`src/logic/arc_zone_pkg.sv`:
```
package arc_zone_pkg;
  localparam int NZONE = 4;
  localparam int NCHAN = 4;
  localparam int DW = 32;
  localparam int AW = 8;
  // register byte addresses
  localparam logic [AW-1:0] A_ZONE_EN = 8'h00;
  localparam logic [AW-1:0] A_ZONE_CFG [NZONE] = '{8'h04, 8'h08, 8'h0C, 8'h10};
  localparam logic [AW-1:0] A_CHAN_CFG = 8'h14;
  localparam logic [AW-1:0] A_ON_SEL = 8'h18;
  localparam logic [AW-1:0] A_OFF_SEL = 8'h1C;
  localparam logic [AW-1:0] A_EVT_CNT = 8'h20;
  localparam logic [AW-1:0] A_STATUS = 8'h24;
  localparam logic [AW-1:0] A_HIST_SEL = 8'h28;
  localparam logic [AW-1:0] A_HIST_TS = 8'h2C;
  localparam logic [AW-1:0] A_HIST_AB = 8'h30;
  localparam logic [AW-1:0] A_HIST_CR = 8'h34;
  localparam logic [AW-1:0] A_HIST_MISC = 8'h38;
  // zone configuration fields
  localparam int F_PH = 0;
  localparam int F_RES = 1;
  localparam int F_LIGHT = 2;
  localparam int F_PRES = 6;
  localparam int F_AUX = 10;
  localparam int AUX_W = 2;
  localparam int CFG_W = 12;
  typedef enum logic [AUX_W-1:0] {AUX_OFF, AUX_LIGHT, AUX_CUR} aux_mode_e;
  // monitored status / event code layout
  localparam int EV_TRIP = 0;
  localparam int EV_BLK = 4;
  localparam int EV_PH_BLK = 8;
  localparam int EV_PH_START = 9;
  localparam int EV_RES_BLK = 10;
  localparam int EV_RES_START = 11;
  localparam int EV_LIGHT = 12;
  localparam int EV_PRES = 16;
  localparam int EV_AUX = 20;
  localparam int EV_SFAULT = 21;
  localparam int EV_IOFAULT = 25;
  localparam int EV_W = 26;
  localparam int EV_CW = 5;
  // widths
  localparam int CNT_W = 16;
  localparam int SENS_CW = 2;
  localparam int CUR_W = 16;
  localparam int TS_W = 32;
  localparam int SG_W = 3;
  localparam int HIST_DEPTH = 12;
  localparam int HIST_IW = 4;
  // operation record layout
  localparam int R_TS = 0;
  localparam int R_CODE = 32;
  localparam int R_IA = 37;
  localparam int R_IB = 53;
  localparam int R_IC = 69;
  localparam int R_IR = 85;
  localparam int R_SENS = 101;
  localparam int R_SG = 105;
  localparam int REC_W = 108;
  localparam logic [CNT_W-1:0] CNT_ONE = 16'h0001;
endpackage : arc_zone_pkg

```
`src/logic/op_history.sv`:
```
`timescale 1ns/10ps
`default_nettype none
module op_history
  import arc_zone_pkg::*;
(
  input wire logic clk_i, // program cycle clock
  input wire logic rst_b_i, // async reset, active low
  input wire logic wr_i, // store one record
  input wire logic [REC_W-1:0] wr_data_i, // record to store
  input wire logic [HIST_IW-1:0] rd_idx_i, // 0 = newest
  output logic [REC_W-1:0] rd_data_o, // selected record, zero if absent
  output logic [HIST_IW-1:0] count_o // records held
);
  logic [REC_W-1:0] rec_mem [HIST_DEPTH];
  logic [HIST_IW-1:0] wptr_reg;
  logic [HIST_IW-1:0] cnt_reg;
  logic [HIST_IW:0] slot_sum;
  logic [HIST_IW:0] slot_mod;
  wire logic [HIST_IW-1:0] wptr_next;
  wire logic rd_valid;

  assign wptr_next = (wptr_reg == HIST_IW'(HIST_DEPTH - 1)) ? '0 : wptr_reg + 1'b1;
  assign slot_sum = {1'b0, wptr_reg} + (HIST_IW + 1)'(HIST_DEPTH - 1) - {1'b0, rd_idx_i};
  assign slot_mod = (slot_sum >= (HIST_IW + 1)'(HIST_DEPTH)) ?
                    slot_sum - (HIST_IW + 1)'(HIST_DEPTH) : slot_sum;
  assign rd_valid = rd_idx_i < cnt_reg;
  assign rd_data_o = rd_valid ? rec_mem[slot_mod[HIST_IW-1:0]] : '0;
  assign count_o = cnt_reg;

  // (RULE_15) ring of twelve, oldest overwritten
  always_ff @(posedge clk_i or negedge rst_b_i) begin
    if (!rst_b_i) begin
      wptr_reg <= '0;
      cnt_reg <= '0;
    end else if (wr_i) begin
      wptr_reg <= wptr_next;
      if (cnt_reg != HIST_IW'(HIST_DEPTH)) cnt_reg <= cnt_reg + 1'b1;
    end
  end

  // data array carries no reset; reads are masked by the fill count
  always_ff @(posedge clk_i) begin
    if (wr_i) rec_mem[wptr_reg] <= wr_data_i;
  end
endmodule : op_history
`default_nettype wire

```
`src/logic/arc_zone_trip_logic.sv`:
```
`timescale 1ns/10ps
`default_nettype none
// Operation
// (RULE_01) phase current enable gates zone trip on phase overcurrent pick-up
// (RULE_02) residual current enable gates zone trip on residual pick-up
// (RULE_03) per-zone light enable per channel lets that light trip the zone
// (RULE_04) per-zone pressure enable per channel lets that pressure trip the zone
// (RULE_05) aux selector off, light-equivalent or current-gated; light mode trips alone
// (RULE_06) current-gated mode trips only with aux and a sensor together
// (RULE_07) blocking input sampled once at each program cycle start
// (RULE_08) condition rising while unblocked asserts zone trip
// (RULE_09) condition rising while blocked asserts zone blocked, no trip
// (RULE_10) blocking source asserts at least 5 ms before operating delay ends
// (RULE_11) every monitored status change yields its own ON or OFF event; a bit that toggles twice before it is served gives one event here
// (RULE_12) per-event ON/OFF selection for buffer, each event time stamped
// (RULE_13) resettable cumulative event counter; outputs usable directly
// (RULE_14) sensor 1-4 and I/O-unit faults raise ON and OFF events
// (RULE_15) keep only twelve newest operation records, oldest dropped
// (RULE_16) record holds time, event, phase and residual currents, sensors, group
// (RULE_17) live zone trip/blocked and sensor status report
// (RULE_18) four zones, each enabled separately, disabled zone stays quiet
// (RULE_19) sensor count mismatch on a channel sets its configuration fault
// (RULE_20) nothing enabled never trips; trip falls with its condition
module arc_zone_trip_logic
  import arc_zone_pkg::*;
(
  input wire logic clk_i, // program cycle clock
  input wire logic rst_b_i, // async reset, active low
  input wire logic [AW-1:0] addr_i, // register byte address
  input wire logic [DW-1:0] wdata_i, // register write data
  input wire logic wr_i, // write strobe
  input wire logic rd_i, // read strobe
  output logic [DW-1:0] rdata_o, // read data, cycle after rd_i
  input wire logic cycle_start_i, // program cycle start pulse
  input wire logic block_i, // blocking input
  input wire logic ph_pickup_i, // phase overcurrent pick-up
  input wire logic res_pickup_i, // residual overcurrent pick-up
  input wire logic [NCHAN-1:0] light_i, // light per channel
  input wire logic [NCHAN-1:0] pres_i, // pressure per channel
  input wire logic aux_i, // aux binary input
  input wire logic [NCHAN*SENS_CW-1:0] sens_found_i, // sensors found per channel
  input wire logic io_fault_i, // I/O unit fault
  input wire logic [TS_W-1:0] ts_i, // time stamp in ms
  input wire logic [CUR_W-1:0] cur_a_i, // phase A current
  input wire logic [CUR_W-1:0] cur_b_i, // phase B current
  input wire logic [CUR_W-1:0] cur_c_i, // phase C current
  input wire logic [CUR_W-1:0] cur_r_i, // residual current
  input wire logic [SG_W-1:0] sg_i, // setting group in use
  output logic [NZONE-1:0] zone_trip_o, // zone trip
  output logic [NZONE-1:0] zone_blocked_o, // zone blocked
  output logic ph_start_o, // phase current start
  output logic ph_blocked_o, // phase current blocked
  output logic res_start_o, // residual current start
  output logic res_blocked_o, // residual current blocked
  output logic [EV_W-1:0] status_o, // sensor and zone status
  output logic evt_valid_o, // event to main buffer
  output logic [EV_CW-1:0] evt_code_o, // event status index
  output logic evt_on_o, // 1 = ON, 0 = OFF
  output logic [TS_W-1:0] evt_ts_o // event time stamp
);
  logic [NZONE-1:0] zone_en_reg;
  logic [CFG_W-1:0] zone_cfg_reg [NZONE];
  logic [NCHAN*SENS_CW-1:0] chan_cfg_reg;
  logic [EV_W-1:0] on_sel_reg;
  logic [EV_W-1:0] off_sel_reg;
  logic [CNT_W-1:0] evt_cnt_reg;
  logic [HIST_IW-1:0] hist_sel_reg;
  logic blk_reg;
  logic [NZONE-1:0] cond_reg;
  logic [NZONE-1:0] trip_reg;
  logic [NZONE-1:0] blocked_reg;
  logic ph_start_reg;
  logic ph_blk_reg;
  logic res_start_reg;
  logic res_blk_reg;
  logic [NCHAN-1:0] sfault_reg;
  logic [EV_W-1:0] stat_reg;
  logic [EV_W-1:0] pend_reg;
  logic evt_valid_reg;
  logic [EV_CW-1:0] evt_code_reg;
  logic evt_on_reg;
  logic [TS_W-1:0] evt_ts_reg;
  logic [DW-1:0] rdata_reg;
  logic [EV_CW-1:0] emit_idx;

  wire logic [NZONE-1:0] cond;
  wire logic [NZONE-1:0] trip_next;
  wire logic [NZONE-1:0] blocked_next;
  wire logic [NCHAN-1:0] sfault_next;
  wire logic [EV_W-1:0] stat_now;
  wire logic [EV_W-1:0] chg;
  wire logic [EV_W-1:0] emit_oh;
  wire logic [EV_W-1:0] pend_next;
  wire logic emit_any;
  wire logic emit_on;
  wire logic emit_sel;
  wire logic rec_wr;
  wire logic [REC_W-1:0] rec_in;
  wire logic [REC_W-1:0] rec_out;
  wire logic [HIST_IW-1:0] hist_cnt;
  wire logic wr_zone_en;
  wire logic wr_chan_cfg;
  wire logic wr_on_sel;
  wire logic wr_off_sel;
  wire logic cnt_clr;
  wire logic wr_hist_sel;
  wire logic [CNT_W-1:0] cnt_next;
  wire logic [DW-1:0] rd_mux;
  wire logic [DW-1:0] rd_zone_cfg [NZONE];

  assign wr_zone_en = wr_i && addr_i == A_ZONE_EN;
  assign wr_chan_cfg = wr_i && addr_i == A_CHAN_CFG;
  assign wr_on_sel = wr_i && addr_i == A_ON_SEL;
  assign wr_off_sel = wr_i && addr_i == A_OFF_SEL;
  assign cnt_clr = wr_i && addr_i == A_EVT_CNT;
  assign wr_hist_sel = wr_i && addr_i == A_HIST_SEL;

  genvar z;
  generate
    for (z = 0; z < NZONE; z++) begin : g_zone
      wire logic [CFG_W-1:0] cfg;
      wire logic light_hit;
      wire logic pres_hit;
      wire logic sens_hit;
      wire logic gate_ok;
      wire logic trig;
      wire logic rise;
      aux_mode_e aux_m;
      assign cfg = zone_cfg_reg[z];
      assign aux_m = aux_mode_e'(cfg[F_AUX +: AUX_W]);
      // (RULE_03) enabled light channels
      assign light_hit = |(light_i & cfg[F_LIGHT +: NCHAN]);
      // (RULE_04) enabled pressure channels
      assign pres_hit = |(pres_i & cfg[F_PRES +: NCHAN]);
      assign sens_hit = light_hit | pres_hit;
      // (RULE_01) phase current gate
      // (RULE_02) residual current gate
      assign gate_ok = (~cfg[F_PH] | ph_pickup_i) & (~cfg[F_RES] | res_pickup_i);
      // (RULE_05) light-equivalent aux
      // (RULE_06) current-gated aux needs a sensor too
      assign trig = (aux_m == AUX_CUR) ? (aux_i & sens_hit) :
                    (sens_hit | ((aux_m == AUX_LIGHT) & aux_i));
      // (RULE_18) disabled zone never picks up
      // (RULE_20) gates alone never trip
      assign cond[z] = zone_en_reg[z] & gate_ok & trig;
      assign rise = cond[z] & ~cond_reg[z];
      // (RULE_08) trip when unblocked at pick-up
      // (RULE_09) blocked instead, decision held for the event
      assign trip_next[z] = cond[z] & (rise ? ~blk_reg : trip_reg[z]);
      assign blocked_next[z] = cond[z] & (rise ? blk_reg : blocked_reg[z]);
      assign rd_zone_cfg[z] = {{(DW - CFG_W){1'b0}}, cfg};

      always_ff @(posedge clk_i or negedge rst_b_i) begin
        if (!rst_b_i) begin
          zone_cfg_reg[z] <= '0;
        end else if (wr_i && addr_i == A_ZONE_CFG[z]) begin
          zone_cfg_reg[z] <= wdata_i[CFG_W-1:0];
        end
      end
    end

    for (z = 0; z < NCHAN; z++) begin : g_chan
      // (RULE_19) found count against configured count
      assign sfault_next[z] = sens_found_i[z*SENS_CW +: SENS_CW] !=
                              chan_cfg_reg[z*SENS_CW +: SENS_CW];
    end
  endgenerate

  // (RULE_14) sensor and I/O-unit faults are monitored like any status
  // (RULE_11) every bit of this vector is watched for change
  assign stat_now = {io_fault_i, sfault_reg, aux_i, pres_i, light_i, res_start_reg,
                     res_blk_reg, ph_start_reg, ph_blk_reg, blocked_reg, trip_reg};
  assign chg = stat_now ^ stat_reg;

  // lowest pending index goes first; a bit that toggles twice before it is
  // served merges into one event, which only happens under event bursts
  always_comb begin
    emit_idx = '0;
    for (int i = EV_W - 1; i >= 0; i--) begin
      if (pend_reg[i]) emit_idx = EV_CW'(i);
    end
  end

  assign emit_any = |pend_reg;
  assign emit_oh = emit_any ? (EV_W'(1) << emit_idx) : '0;
  // (RULE_11) a new change wins over the serve of the same bit
  assign pend_next = (pend_reg & ~emit_oh) | chg;
  assign emit_on = stat_reg[emit_idx];
  // (RULE_12) per-event ON / OFF selection
  assign emit_sel = emit_on ? on_sel_reg[emit_idx] : off_sel_reg[emit_idx];
  // (RULE_13) counter clear still counts a same-cycle event, leaving one
  assign cnt_next = cnt_clr ? (emit_any ? CNT_ONE : '0) :
                    (emit_any ? evt_cnt_reg + CNT_ONE : evt_cnt_reg);

  // zone trip ON and zone blocked ON are the operations worth recording
  assign rec_wr = emit_any & emit_on & (emit_idx < EV_CW'(EV_PH_BLK));
  // (RULE_16) record assembly
  assign rec_in = {sg_i, light_i | pres_i, cur_r_i, cur_c_i, cur_b_i, cur_a_i,
                   emit_idx, ts_i};

  op_history u_hist (
    .clk_i(clk_i),
    .rst_b_i(rst_b_i),
    .wr_i(rec_wr),
    .wr_data_i(rec_in),
    .rd_idx_i(hist_sel_reg),
    .rd_data_o(rec_out),
    .count_o(hist_cnt)
  );

  // (RULE_17) status and history readback
  assign rd_mux =
    (addr_i == A_ZONE_EN) ? {{(DW - NZONE){1'b0}}, zone_en_reg} :
    (addr_i == A_ZONE_CFG[0]) ? rd_zone_cfg[0] :
    (addr_i == A_ZONE_CFG[1]) ? rd_zone_cfg[1] :
    (addr_i == A_ZONE_CFG[2]) ? rd_zone_cfg[2] :
    (addr_i == A_ZONE_CFG[3]) ? rd_zone_cfg[3] :
    (addr_i == A_CHAN_CFG) ? {{(DW - NCHAN*SENS_CW){1'b0}}, chan_cfg_reg} :
    (addr_i == A_ON_SEL) ? {{(DW - EV_W){1'b0}}, on_sel_reg} :
    (addr_i == A_OFF_SEL) ? {{(DW - EV_W){1'b0}}, off_sel_reg} :
    (addr_i == A_EVT_CNT) ? {{(DW - CNT_W){1'b0}}, evt_cnt_reg} :
    (addr_i == A_STATUS) ? {{(DW - EV_W){1'b0}}, stat_reg} :
    (addr_i == A_HIST_SEL) ? {{(DW - 2*HIST_IW){1'b0}}, hist_cnt, hist_sel_reg} :
    (addr_i == A_HIST_TS) ? rec_out[R_TS +: TS_W] :
    (addr_i == A_HIST_AB) ? {rec_out[R_IB +: CUR_W], rec_out[R_IA +: CUR_W]} :
    (addr_i == A_HIST_CR) ? {rec_out[R_IR +: CUR_W], rec_out[R_IC +: CUR_W]} :
    (addr_i == A_HIST_MISC) ? {{(DW - SG_W - NCHAN - EV_CW){1'b0}},
                               rec_out[R_SG +: SG_W], rec_out[R_SENS +: NCHAN],
                               rec_out[R_CODE +: EV_CW]} :
    '0;

  always_ff @(posedge clk_i or negedge rst_b_i) begin
    if (!rst_b_i) begin
      zone_en_reg <= '0;
      chan_cfg_reg <= '0;
      on_sel_reg <= '0;
      off_sel_reg <= '0;
      hist_sel_reg <= '0;
      rdata_reg <= '0;
    end else begin
      if (wr_zone_en) zone_en_reg <= wdata_i[NZONE-1:0];
      if (wr_chan_cfg) chan_cfg_reg <= wdata_i[NCHAN*SENS_CW-1:0];
      if (wr_on_sel) on_sel_reg <= wdata_i[EV_W-1:0];
      if (wr_off_sel) off_sel_reg <= wdata_i[EV_W-1:0];
      if (wr_hist_sel) hist_sel_reg <= wdata_i[HIST_IW-1:0];
      rdata_reg <= rd_i ? rd_mux : '0;
    end
  end

  // (RULE_07) blocking sampled only at cycle start
  always_ff @(posedge clk_i or negedge rst_b_i) begin
    if (!rst_b_i) begin
      blk_reg <= 1'b0;
    end else if (cycle_start_i) begin
      blk_reg <= block_i;
    end
  end

  always_ff @(posedge clk_i or negedge rst_b_i) begin
    if (!rst_b_i) begin
      cond_reg <= '0;
      trip_reg <= '0;
      blocked_reg <= '0;
      ph_start_reg <= 1'b0;
      ph_blk_reg <= 1'b0;
      res_start_reg <= 1'b0;
      res_blk_reg <= 1'b0;
      sfault_reg <= '0;
    end else begin
      cond_reg <= cond;
      trip_reg <= trip_next;
      blocked_reg <= blocked_next;
      ph_start_reg <= ph_pickup_i & ~blk_reg;
      ph_blk_reg <= ph_pickup_i & blk_reg;
      res_start_reg <= res_pickup_i & ~blk_reg;
      res_blk_reg <= res_pickup_i & blk_reg;
      sfault_reg <= sfault_next;
    end
  end

  // (RULE_12) time-stamped event to the buffer
  always_ff @(posedge clk_i or negedge rst_b_i) begin
    if (!rst_b_i) begin
      stat_reg <= '0;
      pend_reg <= '0;
      evt_cnt_reg <= '0;
      evt_valid_reg <= 1'b0;
      evt_code_reg <= '0;
      evt_on_reg <= 1'b0;
      evt_ts_reg <= '0;
    end else begin
      stat_reg <= stat_now;
      pend_reg <= pend_next;
      evt_cnt_reg <= cnt_next;
      evt_valid_reg <= emit_any & emit_sel;
      evt_code_reg <= emit_idx;
      evt_on_reg <= emit_on;
      evt_ts_reg <= ts_i;
    end
  end

  assign rdata_o = rdata_reg;
  assign zone_trip_o = trip_reg;
  assign zone_blocked_o = blocked_reg;
  assign ph_start_o = ph_start_reg;
  assign ph_blocked_o = ph_blk_reg;
  assign res_start_o = res_start_reg;
  assign res_blocked_o = res_blk_reg;
  assign status_o = stat_reg;
  assign evt_valid_o = evt_valid_reg;
  assign evt_code_o = evt_code_reg;
  assign evt_on_o = evt_on_reg;
  assign evt_ts_o = evt_ts_reg;

  wire logic ph_en0;
  wire logic res_en0;
  assign ph_en0 = zone_cfg_reg[0][F_PH];
  assign res_en0 = zone_cfg_reg[0][F_RES];
endmodule : arc_zone_trip_logic
`default_nettype wire

```
`config.mk`:
```
export PLATFORM = sky130hd
export DESIGN_NAME = arc_zone_trip_logic
export DESIGN_NICKNAME = d
export VERILOG_FILES = /design/src/logic/arc_zone_pkg.sv /design/src/logic/op_history.sv /design/src/logic/arc_zone_trip_logic.sv
export SDC_FILE = /design/constraint.sdc
export NUM_CORES = 2
export LEC_CHECK = 0
export BUFFER_PORTS_ARGS = -buffer_cell sky130_fd_sc_hd__buf_2
export CORE_MARGIN = 1
export CORE_UTILIZATION = 34
export DETAILED_ROUTE_END_ITERATION = 10
export GPL_TIMING_DRIVEN = 0
export HOLD_SLACK_MARGIN = 0.06
export PLACE_DENSITY_LB_ADDON = 0.3
export RECOVER_POWER = 100
export SYNTH_ARGS = -nofsm -noshare
export SYNTH_HDL_FRONTEND = slang
export SYNTH_HIERARCHICAL = 1
export SYNTH_SLANG_ARGS = --single-unit
```
`constraint.sdc`:
```
create_clock -name clk_i -period 15.9 [get_ports clk_i]
set_clock_uncertainty 0.1 [all_clocks]
set_input_delay 3.18 -clock clk_i [delete_from_list [all_inputs] [get_ports clk_i]]
set_output_delay 3.18 -clock clk_i [all_outputs]
set_load 0.03 [all_outputs]
```
==> metrics.md <==
| Metric | Value |
|---|---|
| Initial antenna violation count | 28 |
| CTS buffer count | 166 |
| Crit path DAT | ~11 ns |
| PD cells | between 200 and 250 nW/um^2 |
| Vias | ~36000 |
| CTS tree | yes |
| Synth Instances | between 3000 and 4000 |
| CP top delay family | buffers and inverters |
| Global-route usage over all layers | 20.22% |
| Final WS setup | 5.170 ns |
| XOR/XNOR share of the synthesized area | 0.6955% |
| Final wirelength | between 150 and 200 mm |
| Port bufs | ~270 |
| Status | finished, violations left |
| Peak supply drop | ~0.00015 V |
| Cts hold-fix bufs | 0 |
| Tightest Pin Transition | 5.386 ns |
| Wire per inst | 28.91 um |
| Mapped Area | 62970 um^2 |
| Die height | 432.4 um |
| Max Buffers Root-to-Sink | 3 |
| Max reg flops | 1296 |
| Dominant cells by area after synthesis | edfxtp_1 (62%), mux4_2 (12%), dfrtp_1 (11%) |
| Reg with most FFs | u_hist/rec_mem |
| Final hold vios | 0 |
| Post-DP HPWL | 133.3 mm |
| Max-cap violations | 38 |
| Final min period | between 10 and 15 ns |
| DP Worst Slack | 8.835 ns |
| Syn_nets | 3616 |
| WP buf/inv | 6 |
| Period Utilization, post-route | 67.48% |
| Peak fanout along the critical path | 23 |
| Leak Pwr | 24.08 nW |
| IO Pins | roughly 270 |
| Width of the die | between 400 and 500 um |
| Setup crit end kind | flip-flop |
| DRC violations left | 0 |
| FF+latch count, synth | roughly 1600 |
| Worst skew pair latency | 0.81 ns |
| GP Congestion | 0.9051 |
| Ys async rst share | 17.97% |
| Max-slew headroom | -259.1% |
| Final Util | 39.88% |
| Hold Path Class | flip-flop to flip-flop |
| Slowest cell delay on critical path | 1.46 ns |
| Cell mode on critical path | clkbuf_1 |
| H-tree levels | 4 |
| Vias in the first global route | 35762 |
| Synth Area in Compound Gates | 5.291% |
| Largest net degree at the start of global routing | 121 |
| Number of setup buffers added after CTS | 0 |
| TritonCTS Sinks | approximately 1600 |
| Initial core utilization | around a third |
| RSZ-0062 raised after global routing | false |
| Synth Area in Adders | 0.3895% |
| Number of synthesized flops with an enable pin | 1296 |
| NumNets Final | 4162 |
| DR iter-0 viols | 4370 |
| Worst path cell trace | nor4_1 -> nand2_1 -> nor2_1 -> clkbuf_1 -> a31oi_1 -> o311a_4 -> a211oi_1 -> and2_0 -> clkbuf_1 -> nand2_1 -> nor2_1 -> clkbuf_1 -> clkbuf_1 -> clkbuf_1 -> buf_12 |
| Post-synth top area cell | edfxtp_1 |
| Final setup viols | 0 |
| Main synth FF type | edfxtp_1 |
| Commonest non-fill, non-tap cell in the layout | edfxtp_1 |
| Largest family of logic cells by synthesized area | multiplexers |
| Yosys warnings | 6 |
| Layout cell share with drive strength beyond 1 | 20.70% |
| Vias per cell | 5.523 |
| GR Overflow Total | 0 |
| Failing checks | max-capacitance violations, max-slew violations |
| Post-Synth Simple-Gate Area | under 10% |
| Worst path slowest cell | clkbuf_1 |
| Clk root buf | clkbuf_16 |
| Sequential area share after synthesis | 73.09% |
| Syn Area/Cell | roughly 18 um^2 |
| P&R area growth vs syn | 16.19% |
| Slew Viols, Final | ~830 |
| Most frequent cells in the layout | edfxtp_1 (1296), clkbuf_1 (487), mux4_2 (326) |
| Share of the synthesized area in the top cell type | 61.81% |
| Peak Freq | 0.09320 GHz |
| Post-synth cell types | 88 |
| Antenna viol nets, final | 0 |
| Crit path kind | flip-flop to flip-flop |
| Post-synthesis mux area share | 14.34% |
| WP data required | 16.30 ns |
| 1st-pass router iterations | 8 |
| Core ar. | roughly 180000 um^2 |
| Startpoint types | flip-flop |
| First-pass GRT wire length | 268.8 mm |
| Core Rows | 157 |
| Die Area | between 150000 and 200000 um^2 |
| Reg clk slew, reported paths | 0.06 ns |
| CTS-repair resized insts | 0 |
kinds of logic after synthesis:
kind of cell / count (synthesis)
xor+xnor: 50
compound gates: 519
fa+ha+maj: 19
mux: 478
flops: 1580
simple gates: 544
buf+inv: 242
through the flow:
step / hold WS, ns / TNS, ns / power, mW / instances / instance area (um^2)
final: 0.3023 / 0 / 16.13 / 6579 / 73160
after CTS: 0.3043 / 0 / 16.36 / 6576 / 74650
after detailed placement: 0.2879 / 0 / 12.44 / 6274 / 69140
after floorplan: 0.2727 / 0 / 9.219 / 3432 / 62970
after global routing: 0.3128 / 0 / 16.67 / 6577 / 73160
after global placement: 0.2820 / -2020.11 / 12.34 / 6163 / 67390
worst reg2reg max path: stages, from the launching register on:
cell and delay, ns:
dfrtp_1 0.43, nor4_1 0.60, nand2_1 0.29, nor2_1 0.38, clkbuf_1 1.03, a31oi_1 0.21, o311a_4 0.20, a211oi_1 0.46
and2_0 0.45, clkbuf_1 0.43, nand2_1 0.18, nor2_1 1.12, clkbuf_1 1.34, clkbuf_1 1.40, clkbuf_1 1.47, buf_12 0.30
cells in the mapped netlist (all sizes together), types with 49 or more instances:
cell type	n
edfxtp	1296
mux4	326
dfrtp	284
a21oi	261
mux2	128
nor3	128
nor4	116
clkbuf	113
nand2	104
nor2	91
buf	89
a22oi	87
o21ai	49
layout make-up:
class / instances / area, um^2
Antenna cell: 3 / 7.507
Buffer: 202 / 865.8
Clock buffer: 214 / 4459
Clock inverter: 88 / 1049
Fill cell: 16794 / 110300
Inverter: 40 / 151.4
Multi-Input combinational cell: 1610 / 15900
Sequential cell: 1580 / 46020
Tap cell: 2464 / 3083
Timing Repair Buffer: 378 / 1625
power by group:
| group | leakage, nW | switching, mW | internal (mW) |
|---|---|---|---|
| clock | 2.67 | 1.66 | 2.25 |
| sequential | 15.3 | 0.136 | 4.98 |
| combinational | 6.06 | 4.86 | 2.23 |
layer usage:
metal | up-vias | part of all wire, % | global-route usage, %
li1 | 15149 | - | -
met5 | - | 0.064 | 0
met1 | 19221 | 41 | 27.73
met3 | 343 | 7.8 | 4.045
met4 | 18 | 3.9 | 7.557
met2 | 1602 | 47 | 31.77
worst paths after layout:
kind                       slack, ns                    end  cells past startpoint           from
setup reg to reg                5.17  u_hist/rec_mem[6][46]                     15    pend_reg[7]
min in group asynchronous       4.24       g_zone[2].cfg[7]                      1        rst_b_i
hold reg to reg                 0.30           status_o[21]                      0  sfault_reg[0]
setup / recovery                5.17  u_hist/rec_mem[6][46]                     15    pend_reg[7]
max in group asynchronous       8.37     u_hist/wptr_reg[0]                      1        rst_b_i
hold / removal                  0.30           status_o[21]                      0  sfault_reg[0]
Power figures use the tool's default switching activity.
